### src/design/plm_pkg.sv
// Constants, limits and encodings for the process load monitor.
// Assumes one 25 MHz control clock; all measurements arrive on it.
package plm_pkg;

    // Clock rate and the one-second base of all delays
    localparam int unsigned CLK_HZ        = 25_000_000;
    localparam int unsigned TICK_PERIOD_S = 1;
    localparam int unsigned TICK_CYCLES   = TICK_PERIOD_S * CLK_HZ;
    localparam logic [5:0]  SEC_PER_MIN   = 6'h3C;

    // Widths of settings and measurements
    localparam int unsigned FW = 16;   // Frequency in 0.1 Hz steps
    localparam int unsigned PW = 8;    // Percent of rated value
    localparam int unsigned DW = 7;    // Delay in seconds
    localparam int unsigned MW = 3;    // Restart block in minutes
    localparam int unsigned WN = 16;   // Number of warning sources
    localparam int unsigned GN = 5;    // Number of warning groups

    // Setting limits and reset values
    localparam logic [DW-1:0] DELAY_MAX     = 7'h64;     // 100 s
    localparam logic [DW-1:0] DELAY_RST     = 7'h00;     // 0 s
    localparam logic [PW-1:0] UL_NOM_MIN    = 8'h14;     // 20 %
    localparam logic [PW-1:0] UL_NOM_MAX    = 8'h64;     // 100 %
    localparam logic [PW-1:0] UL_NOM_RST    = 8'h3C;     // 60 %
    localparam logic [PW-1:0] UL_ZERO_RST   = 8'h00;     // 0 %
    localparam logic [FW-1:0] FREQ_MAX      = 16'h1388;  // 500.0 Hz
    localparam logic [FW-1:0] UL_FMIN_RST   = 16'h0000;  // 0.0 Hz
    localparam logic [FW-1:0] HYST_MIN      = 16'h0003;  // 0.3 Hz
    localparam logic [FW-1:0] HYST_RST      = 16'h0003;  // 0.3 Hz
    localparam logic [PW-1:0] OL_THR_MIN    = 8'h46;     // 70 %
    localparam logic [PW-1:0] OL_THR_MAX    = 8'h96;     // 150 %
    localparam logic [PW-1:0] OL_THR_RST    = 8'h6E;     // 110 %
    localparam logic [MW-1:0] RESTART_MAX   = 3'h6;      // 6 min
    localparam logic [MW-1:0] RESTART_RST   = 3'h0;      // 0 min
    localparam logic [7:0]    RESTART_MARGIN = 8'h01;    // 1 min

    // Stop response selection
    typedef enum logic [1:0] {
        PLM_RESP_IGNORE = 2'b00,
        PLM_RESP_FREE   = 2'b01,
        PLM_RESP_RAMP   = 2'b10,
        PLM_RESP_FAST   = 2'b11
    } plm_resp_e;

    localparam plm_resp_e RESP_RST = PLM_RESP_FREE;

endpackage

### src/design/plm_persist.sv
// Persistence timer: flags a condition that held for a whole delay.
// Assumes cond and delay_s come from logic on ref_clk.
`timescale 1ns/10ps
module plm_persist #(
    parameter int unsigned TICK = plm_pkg::TICK_CYCLES
) (
    input  wire logic                  ref_clk,
    input  wire logic                  rst_n,
    input  wire logic                  cond,
    input  wire logic [plm_pkg::DW-1:0] delay_s,
    output logic                       fired_q
);
    import plm_pkg::*;

    localparam int unsigned TW = $clog2(TICK + 1);

    logic [TW-1:0] sub_q;   // Cycles within the current second
    logic [DW-1:0] sec_q;   // Whole seconds the condition has held

    // Count while the condition holds; any drop starts over
    always_ff @(posedge ref_clk) begin
        if (!rst_n || !cond || delay_s == DELAY_RST) begin
            sub_q   <= '0;
            sec_q   <= '0;
            fired_q <= 1'b0;
        end else if (!fired_q) begin
            if (sub_q == TW'(TICK - 1)) begin
                sub_q <= '0;
                sec_q <= sec_q + 1'b1;
                if (sec_q + 1'b1 >= delay_s) begin
                    fired_q <= 1'b1;
                end
            end else begin
                sub_q <= sub_q + 1'b1;
            end
        end
    end
endmodule

### src/design/plm_monitor.sv
// Process load monitor: underload, overload, stop response, restart
// spacing, autotune response and warning groups.
// Assumes all inputs come from logic on ref_clk; frequencies in
// 0.1 Hz steps, torque and current in percent of rated.
`timescale 1ns/10ps
module plm_monitor #(
    parameter int unsigned TICK_CYCLES = plm_pkg::TICK_CYCLES
) (
    input  wire logic                        ref_clk,
    input  wire logic                        rst_n,
    input  wire logic [plm_pkg::FW-1:0]      freq_ref,
    input  wire logic [plm_pkg::FW-1:0]      freq_mot,
    input  wire logic [plm_pkg::FW-1:0]      freq_rated,
    input  wire logic [plm_pkg::PW-1:0]      torque_pct,
    input  wire logic [plm_pkg::PW-1:0]      current_pct,
    input  wire logic [plm_pkg::PW-1:0]      cur_limit_pct,
    input  wire logic                        in_cur_limit,
    input  wire logic [plm_pkg::DW-1:0]      ul_delay_s,
    input  wire logic [plm_pkg::PW-1:0]      ul_nom_thr_pct,
    input  wire logic [plm_pkg::PW-1:0]      ul_zero_thr_pct,
    input  wire logic [plm_pkg::FW-1:0]      ul_min_freq,
    input  wire logic [plm_pkg::FW-1:0]      hyst_freq,
    input  wire logic [1:0]                  ul_resp,
    input  wire logic [plm_pkg::MW-1:0]      ul_restart_min,
    input  wire logic [plm_pkg::DW-1:0]      ol_delay_s,
    input  wire logic [plm_pkg::PW-1:0]      ol_thr_pct,
    input  wire logic [1:0]                  ol_resp,
    input  wire logic [plm_pkg::MW-1:0]      ol_restart_min,
    input  wire logic [7:0]                  fault_reset_min,
    input  wire logic                        tune_err,
    input  wire logic                        tune_resp_free,
    input  wire logic                        fault_clear,
    input  wire logic [plm_pkg::WN-1:0]      warn_in,
    input  wire logic [plm_pkg::WN-1:0]      grp1_sel,
    input  wire logic [plm_pkg::WN-1:0]      grp2_sel,
    input  wire logic [plm_pkg::WN-1:0]      grp3_sel,
    input  wire logic [plm_pkg::WN-1:0]      grp4_sel,
    input  wire logic [plm_pkg::WN-1:0]      grp5_sel,
    output logic                             steady_q,
    output logic                             ul_detect_q,
    output logic                             ol_detect_q,
    output logic                             stop_free_q,
    output logic                             stop_ramp_q,
    output logic                             stop_fast_q,
    output logic                             restart_ok_q,
    output logic [plm_pkg::GN-1:0]           warn_grp_q
);
    import plm_pkg::*;

    localparam int unsigned TW = $clog2(TICK_CYCLES + 1);

    // Settings after clamping to their legal ranges
    logic [DW-1:0] ul_dly;        // Underload delay
    logic [DW-1:0] ol_dly;        // Overload delay
    logic [PW-1:0] nom_thr;       // Nominal-speed torque threshold
    logic [PW-1:0] zero_thr;      // Zero-speed torque threshold
    logic [FW-1:0] fmin;          // Minimum detection frequency
    logic [FW-1:0] hyst;          // Steady-state hysteresis
    logic [PW-1:0] ol_thr;        // Overload current threshold
    logic [MW-1:0] ul_rmin;       // Underload restart block
    logic [MW-1:0] ol_rmin;       // Overload restart block

    // Clamp each setting into its documented span
    always_comb begin
        ul_dly   = (ul_delay_s > DELAY_MAX) ? DELAY_MAX : ul_delay_s;
        ol_dly   = (ol_delay_s > DELAY_MAX) ? DELAY_MAX : ol_delay_s;
        nom_thr  = (ul_nom_thr_pct < UL_NOM_MIN) ? UL_NOM_MIN :
                   (ul_nom_thr_pct > UL_NOM_MAX) ? UL_NOM_MAX : ul_nom_thr_pct;
        zero_thr = (ul_zero_thr_pct > nom_thr) ? nom_thr : ul_zero_thr_pct;
        fmin     = (ul_min_freq > FREQ_MAX) ? FREQ_MAX : ul_min_freq;
        hyst     = (hyst_freq < HYST_MIN) ? HYST_MIN :
                   (hyst_freq > FREQ_MAX) ? FREQ_MAX : hyst_freq;
        ol_thr   = (ol_thr_pct < OL_THR_MIN) ? OL_THR_MIN :
                   (ol_thr_pct > OL_THR_MAX) ? OL_THR_MAX : ol_thr_pct;
        ul_rmin  = (ul_restart_min > RESTART_MAX) ? RESTART_MAX : ul_restart_min;
        ol_rmin  = (ol_restart_min > RESTART_MAX) ? RESTART_MAX : ol_restart_min;
    end

    // Steady-state and load conditions
    logic [FW-1:0] freq_diff;     // Absolute reference-to-motor offset
    logic          steady;        // Offset below hysteresis
    logic [31:0]   f_sq;          // Motor frequency squared
    logic [31:0]   fr_sq;         // Rated frequency squared
    logic [39:0]   lhs;           // Torque scaled by rated squared
    logic [40:0]   rhs;           // Threshold scaled by rated squared
    logic          ul_cond;       // Raw underload condition
    logic          ol_cond;       // Raw overload condition
    logic          ul_cond_q;     // Registered underload condition
    logic          ol_cond_q;     // Registered overload condition

    // Compare torque against the quadratic curve without a divider
    always_comb begin
        freq_diff = (freq_ref > freq_mot) ? freq_ref - freq_mot : freq_mot - freq_ref;
        steady    = freq_diff < hyst;
        f_sq      = freq_mot * freq_mot;
        fr_sq     = freq_rated * freq_rated;
        lhs       = 40'(torque_pct) * 40'(fr_sq);
        if (freq_mot >= freq_rated) begin
            // Above rated frequency the curve stays at the nominal value
            rhs = 41'(nom_thr) * 41'(fr_sq);
        end else begin
            rhs = 41'(zero_thr) * 41'(fr_sq)
                + 41'(nom_thr - zero_thr) * 41'(f_sq);
        end
        ul_cond = (ul_dly != DELAY_RST) && steady && (freq_mot >= fmin)
                  && (41'(lhs) < rhs);
        // Current path counts only while threshold sits below the limit
        ol_cond = (ol_dly != DELAY_RST)
                  && (in_cur_limit
                      || (steady && current_pct > ol_thr && ol_thr < cur_limit_pct));
    end

    // Register conditions and the steady flag
    always_ff @(posedge ref_clk) begin
        if (!rst_n) begin
            ul_cond_q <= 1'b0;
            ol_cond_q <= 1'b0;
            steady_q  <= 1'b0;
        end else begin
            ul_cond_q <= ul_cond;
            ol_cond_q <= ol_cond;
            steady_q  <= steady;
        end
    end

    // Persistence timers, one per detector
    plm_persist #(.TICK(TICK_CYCLES)) u_ul_timer (
        .ref_clk (ref_clk),
        .rst_n   (rst_n),
        .cond    (ul_cond_q),
        .delay_s (ul_dly),
        .fired_q (ul_detect_q)
    );

    plm_persist #(.TICK(TICK_CYCLES)) u_ol_timer (
        .ref_clk (ref_clk),
        .rst_n   (rst_n),
        .cond    (ol_cond_q),
        .delay_s (ol_dly),
        .fired_q (ol_detect_q)
    );

    // Detection edges and latched faults
    logic ul_det_d1_q;            // Previous underload detect
    logic ol_det_d1_q;            // Previous overload detect
    logic ul_rise;                // New underload detection
    logic ol_rise;                // New overload detection
    logic ul_fault_q;             // Underload stop latched
    logic ol_fault_q;             // Overload stop latched
    logic tune_fault_q;           // Autotune stop latched

    assign ul_rise = ul_detect_q && !ul_det_d1_q;
    assign ol_rise = ol_detect_q && !ol_det_d1_q;

    // Latch stop-causing events; a new event wins over a clear
    always_ff @(posedge ref_clk) begin
        if (!rst_n) begin
            ul_det_d1_q  <= 1'b0;
            ol_det_d1_q  <= 1'b0;
            ul_fault_q   <= 1'b0;
            ol_fault_q   <= 1'b0;
            tune_fault_q <= 1'b0;
        end else begin
            ul_det_d1_q <= ul_detect_q;
            ol_det_d1_q <= ol_detect_q;
            // Ignore selection never latches a stop
            if (ul_rise && plm_resp_e'(ul_resp) != PLM_RESP_IGNORE) begin
                ul_fault_q <= 1'b1;
            end else if (fault_clear) begin
                ul_fault_q <= 1'b0;
            end
            if (ol_rise && plm_resp_e'(ol_resp) != PLM_RESP_IGNORE) begin
                ol_fault_q <= 1'b1;
            end else if (fault_clear) begin
                ol_fault_q <= 1'b0;
            end
            if (tune_err && tune_resp_free) begin
                tune_fault_q <= 1'b1;
            end else if (fault_clear) begin
                tune_fault_q <= 1'b0;
            end
        end
    end

    // Stop request selection from latched faults
    logic want_free;              // Some fault asks for freewheel
    logic want_fast;              // Some fault asks for fast stop
    logic want_ramp;              // Some fault asks for ramp stop

    // Freewheel beats fast stop, fast stop beats ramp
    always_comb begin
        want_free = tune_fault_q
                  || (ul_fault_q && plm_resp_e'(ul_resp) == PLM_RESP_FREE)
                  || (ol_fault_q && plm_resp_e'(ol_resp) == PLM_RESP_FREE);
        want_fast = (ul_fault_q && plm_resp_e'(ul_resp) == PLM_RESP_FAST)
                  || (ol_fault_q && plm_resp_e'(ol_resp) == PLM_RESP_FAST);
        want_ramp = (ul_fault_q && plm_resp_e'(ul_resp) == PLM_RESP_RAMP)
                  || (ol_fault_q && plm_resp_e'(ol_resp) == PLM_RESP_RAMP);
    end

    // Drive one stop request at a time
    always_ff @(posedge ref_clk) begin
        if (!rst_n) begin
            stop_free_q <= 1'b0;
            stop_fast_q <= 1'b0;
            stop_ramp_q <= 1'b0;
        end else begin
            stop_free_q <= want_free;
            stop_fast_q <= want_fast && !want_free;
            stop_ramp_q <= want_ramp && !want_free && !want_fast;
        end
    end

    // Minute base for restart spacing
    logic [TW-1:0] sub_q;         // Cycles within the second
    logic [5:0]    sec_q;         // Seconds within the minute
    logic          min_tick;      // One cycle per minute

    assign min_tick = (sub_q == TW'(TICK_CYCLES - 1)) && (sec_q == SEC_PER_MIN - 6'h01);

    // Free-running second and minute counter
    always_ff @(posedge ref_clk) begin
        if (!rst_n) begin
            sub_q <= '0;
            sec_q <= '0;
        end else if (sub_q == TW'(TICK_CYCLES - 1)) begin
            sub_q <= '0;
            sec_q <= (sec_q == SEC_PER_MIN - 6'h01) ? 6'h00 : sec_q + 6'h01;
        end else begin
            sub_q <= sub_q + 1'b1;
        end
    end

    // Restart block counters in minutes
    logic [MW:0] ul_blk_q;        // Underload block minutes left
    logic [MW:0] ol_blk_q;        // Overload block minutes left

    // Load on detection; the partial first minute adds one so the wait is full
    always_ff @(posedge ref_clk) begin
        if (!rst_n) begin
            ul_blk_q <= '0;
            ol_blk_q <= '0;
        end else begin
            if (ul_rise && ul_rmin != RESTART_RST) begin
                ul_blk_q <= {1'b0, ul_rmin} + 1'b1;
            end else if (min_tick && ul_blk_q != '0) begin
                ul_blk_q <= ul_blk_q - 1'b1;
            end
            if (ol_rise && ol_rmin != RESTART_RST) begin
                ol_blk_q <= {1'b0, ol_rmin} + 1'b1;
            end else if (min_tick && ol_blk_q != '0) begin
                ol_blk_q <= ol_blk_q - 1'b1;
            end
        end
    end

    // Restart permission: blocks run out and reset time leaves the margin
    logic ul_margin_ok;           // Reset time beats underload block
    logic ol_margin_ok;           // Reset time beats overload block

    always_comb begin
        ul_margin_ok = plm_resp_e'(ul_resp) == PLM_RESP_IGNORE
                     || fault_reset_min >= 8'(ul_rmin) + RESTART_MARGIN;
        ol_margin_ok = plm_resp_e'(ol_resp) == PLM_RESP_IGNORE
                     || fault_reset_min >= 8'(ol_rmin) + RESTART_MARGIN;
    end

    always_ff @(posedge ref_clk) begin
        if (!rst_n) begin
            restart_ok_q <= 1'b0;
        end else begin
            restart_ok_q <= ul_blk_q == '0 && ol_blk_q == '0
                         && ul_margin_ok && ol_margin_ok;
        end
    end

    // Warning groups: OR of the selected active warnings
    logic [WN-1:0] grp_sel [GN];  // Selection masks per group

    assign grp_sel[0] = grp1_sel;
    assign grp_sel[1] = grp2_sel;
    assign grp_sel[2] = grp3_sel;
    assign grp_sel[3] = grp4_sel;
    assign grp_sel[4] = grp5_sel;

    always_ff @(posedge ref_clk) begin
        if (!rst_n) begin
            warn_grp_q <= '0;
        end else begin
            for (int g = 0; g < GN; g++) begin
                warn_grp_q[g] <= |(warn_in & grp_sel[g]);
            end
        end
    end
endmodule

### config.mk
export PLATFORM = sky130hd
export DESIGN_NAME = plm_monitor
export DESIGN_NICKNAME = d
export VERILOG_FILES = /design/src/design/plm_pkg.sv /design/src/design/plm_persist.sv /design/src/design/plm_monitor.sv
export SDC_FILE = /design/constraint.sdc
export NUM_CORES = 2
export LEC_CHECK = 0
export BUFFER_PORTS_ARGS = -buffer_cell sky130_fd_sc_hd__buf_2
export CAP_MARGIN = 20
export CORE_AREA = 2 2 364 366
export CTS_BUF_LIST = sky130_fd_sc_hd__clkbuf_2 sky130_fd_sc_hd__clkbuf_4 sky130_fd_sc_hd__clkbuf_8
export DETAILED_ROUTE_END_ITERATION = 16
export DIE_AREA = 0 0 366 368
export SKIP_LAST_GASP = 1
export SLEW_MARGIN = 20
export SYNTH_ARGS = -nofsm -noshare
export SYNTH_HDL_FRONTEND = slang
export SYNTH_HIERARCHICAL = 1
export SYNTH_SLANG_ARGS = --single-unit
### constraint.sdc
create_clock -name ref_clk -period 17.55 [get_ports ref_clk]
set_input_delay 0.8775 -clock ref_clk [delete_from_list [all_inputs] [get_ports ref_clk]]
set_output_delay 0.8775 -clock ref_clk [all_outputs]
set_load 0.01 [all_outputs]
Yosys cells after proc, flatten, opt, wreduce, memory -nomap -nowiden
Index checks and enable logic that the tools add are counted.
{"block": "totals", "regBits": 122, "in_bits": 262, "out_inout_bits": 12, "wordCells": 190}
{"block": "classes", "addsub": 16, "mul": 6, "n_lt_le_gt_ge": 23, "eq_ne": 10, "muxes": 31, "bitwise": 8, "reduce_logical": 73}
{"operator": "$mul A8 B32 Y40", "n": 3}
{"operator": "$and A16 B16 Y16", "n": 5}
{"operator": "$reduce_or A16 Y1", "n": 5}
{"operator": "$add A25 B1 Y25 const B", "n": 3}
{"operator": "$eq A25 B25 Y1 const B", "n": 3}
{"operator": "$mul A16 B16 Y32", "n": 2}
{"operator": "$mux W16", "n": 4}
{"operator": "$mux W25", "n": 2}
{"operator": "$add A40 B41 Y41", "n": 1}
{"operator": "$lt A40 B41 Y1", "n": 1}
{"operator": "$mul A9 B33 Y41", "n": 1}
{"operator": "$mux W41", "n": 1}
{"operator": "$mux W8", "n": 5}
{"operator": "$ge A16 B16 Y1", "n": 2}
{"operator": "$gt A16 B13 Y1 const B", "n": 2}
{"operator": "$sub A16 B16 Y16", "n": 2}
{"operator": "$logic_and A1 B1 Y1", "n": 28}
{"operator": "$add A3 B1 Y4 const B", "n": 4}
{"operator": "$ge A8 B4 Y1", "n": 2}
{"operator": "$gt A16 B16 Y1", "n": 1}
{"operator": "$gt A8 B8 Y1", "n": 2}
{"operator": "$lt A16 B16 Y1", "n": 1}
{"operator": "$lt A16 B2 Y1 const B", "n": 1}
{"operator": "$mux W4", "n": 4}
{"operator": "other kinds (31)", "n": 82}

Logic depth before layout (Yosys ltp)
{"block": "logic_depth", "word_depth": 11, "ltp_mapped": 58, "ltp_nobuf": 55}

By module
Netlist, hierarchy kept.
{"mod": "plm_monitor", "instances": 1, "cells_each": 6634, "area_per_inst_um2": 54781.3, "seq_area_each_um2": 1121.1}
{"mod": "plm_persist", "instances": 2, "cells_each": 225, "area_per_inst_um2": 1863.0, "seq_area_each_um2": 660.6}

Worst setup path before layout
No wires, ideal clock.
{"block": "synth_timing", "path_kind": "input-to-reg", "startpoint": "input port freq_rated[6] in the netlist's numbering", "endpoint": "register ul_cond_q", "t_arrival_ns": 13.537, "required_time_ns": 17.424, "setup_slack_ns": 3.887, "stages": 51, "path_buffers": 3, "cell_sequence": "clkbuf_1 -> clkinv_1 -> nor2_1 -> inv_1 -> fa_1 -> inv_1 -> fa_1 -> ha_1 -> fa_1 -> inv_1 -> fa_1 -> fa_1 -> inv_1 -> ha_1 -> a2111oi_1 -> a21oi_1 -> o21ai_0 -> a21boi_0 -> (+15 left out) -> ha_1 -> clkbuf_1 -> nand3_1 -> or4_1 -> o31ai_1 -> o221ai_1 -> o21ai_0 -> xor2_1 -> mux2i_1 -> ha_1 -> nand4_1 -> nor2_1 -> nand4_1 -> nor4_1 -> o21ai_0 -> o21a_1 -> a311oi_1 -> a21oi_1"}
{"block": "synth_between", "elab_chain_cells": 6, "word_cells_on_any_way": 9, "classes_between": "add/sub: 1; mul: 4; order compare: 2; mux: 1; reduce/logical: 1"}
{"element": "start: declaration", "line": "plm_monitor.sv:13", "source": "input wire logic [plm_pkg::FW-1:0] freq_rated,"}
{"element": "$mul A16 B16 Y32", "line": "plm_monitor.sv:96", "source": "fr_sq = freq_rated * freq_rated;"}
{"element": "$mul A8 B32 Y40", "line": "plm_monitor.sv:102", "source": "rhs = 41'(zero_thr) * 41'(fr_sq)"}
{"element": "$add A40 B41 Y41", "line": "plm_monitor.sv:103", "source": "+ 41'(nom_thr - zero_thr) * 41'(f_sq);"}
{"element": "$mux W41", "line": "plm_monitor.sv:98", "source": "if (freq_mot >= freq_rated) begin"}
{"element": "$lt A40 B41 Y1 *", "line": "plm_monitor.sv:106", "source": "&& (41'(lhs) < rhs);"}
{"element": "$logic_and A1 B1 Y1 *", "line": "plm_monitor.sv:106"}
{"element": "end signal: assignment", "line": "plm_monitor.sv:120", "source": "ul_cond_q <= ul_cond;"}
{"element": "end: declaration", "line": "plm_monitor.sv:88", "source": "logic ul_cond_q;"}
Mark *: on every way between the ends. The rest lies on a longest branch, timed or not.
A chain may end at the register's enable or synchronous reset.

Worst setup path after layout
{"block": "layout_timing", "startpoint": "input port freq_rated[1] in the netlist's numbering", "endpoint": "register ul_cond_q"}
The elaborated chain is that of the path after synthesis.

==> qor.txt <==
Status - complete, no violations
Fin nets - 9259
Worst-Margin Slew - 1.21 ns
Clk pin slew, worst setup/hold paths - 0.11 ns
Die height - 368 um
Total wire length - 188 mm
R2R Path Start - sub_q[17]
Top-count cell post-synth - inv_1
Area leader, netlist - fa_1
Setup TNS - 0 ns
H-tree Lvls - 4
Crit Path Class - in2reg
RSZ-0062 raised after global routing - no
Initial antenna violation count - 2
Vias in the first global route - 51700
Maxcap violations - 0
1st-pass router iterations - 6
Placement Setup Slack - 1.48 ns
Post-synth EDFFs - 0
Fin Hold WS - 0.475 ns
Synth top cells by count - inv_1 (1433), fa_1 (1119), nand2_1 (807)
# IOs - 274
Root Buffer - clkbuf_8
Crit path from - freq_rated[1]
Total die area - 0.135 mm2
Post-Synthesis Cells - 7084
Setup bufs post-CTS - 0
Ys flop type - dfxtp_1
Synthesis-to-layout area growth - 6.94%
Initial Utilization - 44.7%
Core Area - 0.131 mm2
Non-filler cells in the finished layout - 9014
Max Slew Vio Count - 0
Synthesis Warnings - 6
Final period util - 90.2%
Unique masters post-synth - 84
Port Buffer Count - 273
Wire per inst - 20.8 um
CTS Sinks - 122
Dpl cells - 8982
RD Place Congestion - 0.973
Final hold vios - 0
Antenna viol nets, final - 0
FF-to-FF setup slack - 14.61 ns
Cts hold-fix bufs - 0
CTS tree - built
# setup viols final - 0
Synthesized cell area - 0.0585 mm2
Slowest CP cell - xnor2_4
Clk_skew - 0.0275 ns
Largest net degree at the start of global routing - 77
CP peak stage delay - 0.86 ns
Synth Register Bits - 122
DRC violation total after the first TritonRoute iteration - 3503
Post-synth ARST share - 0%
Setup ws final - 1.73 ns
Tot GR Track Use - 28.3%
CP Max Fanout - 23
Synth top area cells - fa_1 (38%), ha_1 (14%), inv_1 (9.2%)
Fin crit period - 15.82 ns
Maximum clock path buffer count - 2
Row count - 133
Crit end category - flop
Synth Area per Inst - 8.26 um2
CP dominant cell by count - fa_1
RR Endpoint - ol_blk_q[2]
R2R depth - 9
DR vias - 49200
Latest clock arrival within the worst-skew pair - 0.47 ns
Headroom to the max-slew limit - 19.3%
PostCTS Resize Cnt - 0
Vias/cell - 5.46
Top-area cell type share of the netlist area - 38.3%
First-pass GRT wire length - 298 mm
Worst EP required - 17.90 ns
Critical path launch point type - input pin
Number of diodes - 0
Grt ovf - 0
CTS Buf Count - 17
Register area share after synthesis - 4.17%
WP data arrival - 16.17 ns
Die width - 366 um
Share of layout cells above drive strength 1 - 7.09%
Worst min-delay path class - reg2reg
DRC violations left - 0
Worst setup endpoint - ul_cond_q
Fmax - 0.0632 GHz
Dpl hpwl - 157 mm
-- critical path: cells and delay by family --
kind            cells  cell delay (ns)
fa+ha+maj          15             7.16
compound gates     14             3.18
mux                 1             0.13
simple gates       10             2.46
xor+xnor            2             1.05
buf+inv            11             1.24
-- cell families (layout without fill, tap and decap cells) --
family	Yosys count	count (layout)	share of synthesized area [%]
AO/OA/AOI/OAI	926	926	10.4
XOR/XNOR	267	267	4.00
adder cells (fa/ha/maj)	1752	1752	51.8
buffers and inverters	1732	1868	11.1
flip-flops	122	122	4.17
multiplexers	42	42	0.734
other	2	41	0.0128
AND/OR/NAND/NOR	2241	2241	17.8
-- how the worst min path moves through the flow --
| stage | start | end | slack [ns] | cells after the start |
|---|---|---|---|---|
| global placement | sub_q[0] | sub_q[0] | 0.45 | 1 |
| floorplan | sub_q[0] | sub_q[0] | 0.43 | 1 |
| detailed placement | sub_q[0] | sub_q[0] | 0.46 | 1 |
| finish | sub_q[0] | sub_q[0] | 0.47 | 1 |
| CTS | sub_q[0] | sub_q[0] | 0.48 | 1 |
| global route | sub_q[0] | sub_q[0] | 0.51 | 1 |
-- cells in the final DEF (no fill, tap or decap), drive strengths merged, types with 108 or more instances in the layout --
| master | n |
|---|---|
| inv | 1451 |
| a21oi | 255 |
| buf | 381 |
| dfxtp | 122 |
| nand2 | 809 |
| xnor2 | 173 |
| ha | 632 |
| a21o | 117 |
| nand3 | 108 |
| and2 | 161 |
| fa | 1119 |
| o21ai | 161 |
| nor2 | 624 |
-- final cells by class --
cell class                 instances  area [um2]
clock inverter                    15         171
inverter                        1455        5460
tap                             1755        2200
sequential                       122        2440
timing repair buffer             381        2180
clock buffer                      17         234
fill                           13000       68200
multi-input combinational       5269       49900
-- registers in the layout, indices dropped and copies added (netlist names), 4 cells and up --
| signal | flops |
|---|---|
| ol_blk_q | 4 |
| sec_q | 6 |
| sub_q | 25 |
| u_ol_timer/sec_q | 7 |
| u_ol_timer/sub_q | 25 |
| u_ul_timer/sec_q | 7 |
| u_ul_timer/sub_q | 25 |
| ul_blk_q | 4 |
| warn_grp_q | 5 |
-- through the flow --
step | instance area, um2 | utilization, %
final | 62600 | 47.8
after global routing | 62600 | 47.8
after CTS | 62600 | 47.8
after detailed placement | 62200 | 47.5
after global placement | 62200 | 47.5
after floorplan | 58700 | -
-- per-layer routing --
| metal | GRT usage (%) | up-vias | wire length, um |
|---|---|---|---|
| met2 | 47.7 | 1688 | 88900 |
| met4 | 10.7 | 4 | 8600 |
| met3 | 3.48 | 310 | 11900 |
| li1 | - | 22600 | - |
| met5 | 0 | - | 28 |
| met1 | 37.3 | 24700 | 78400 |
Power is left out: the tool's default activity adds up to more than one toggle a clock period on the data nets, which glitch-free logic cannot reach.
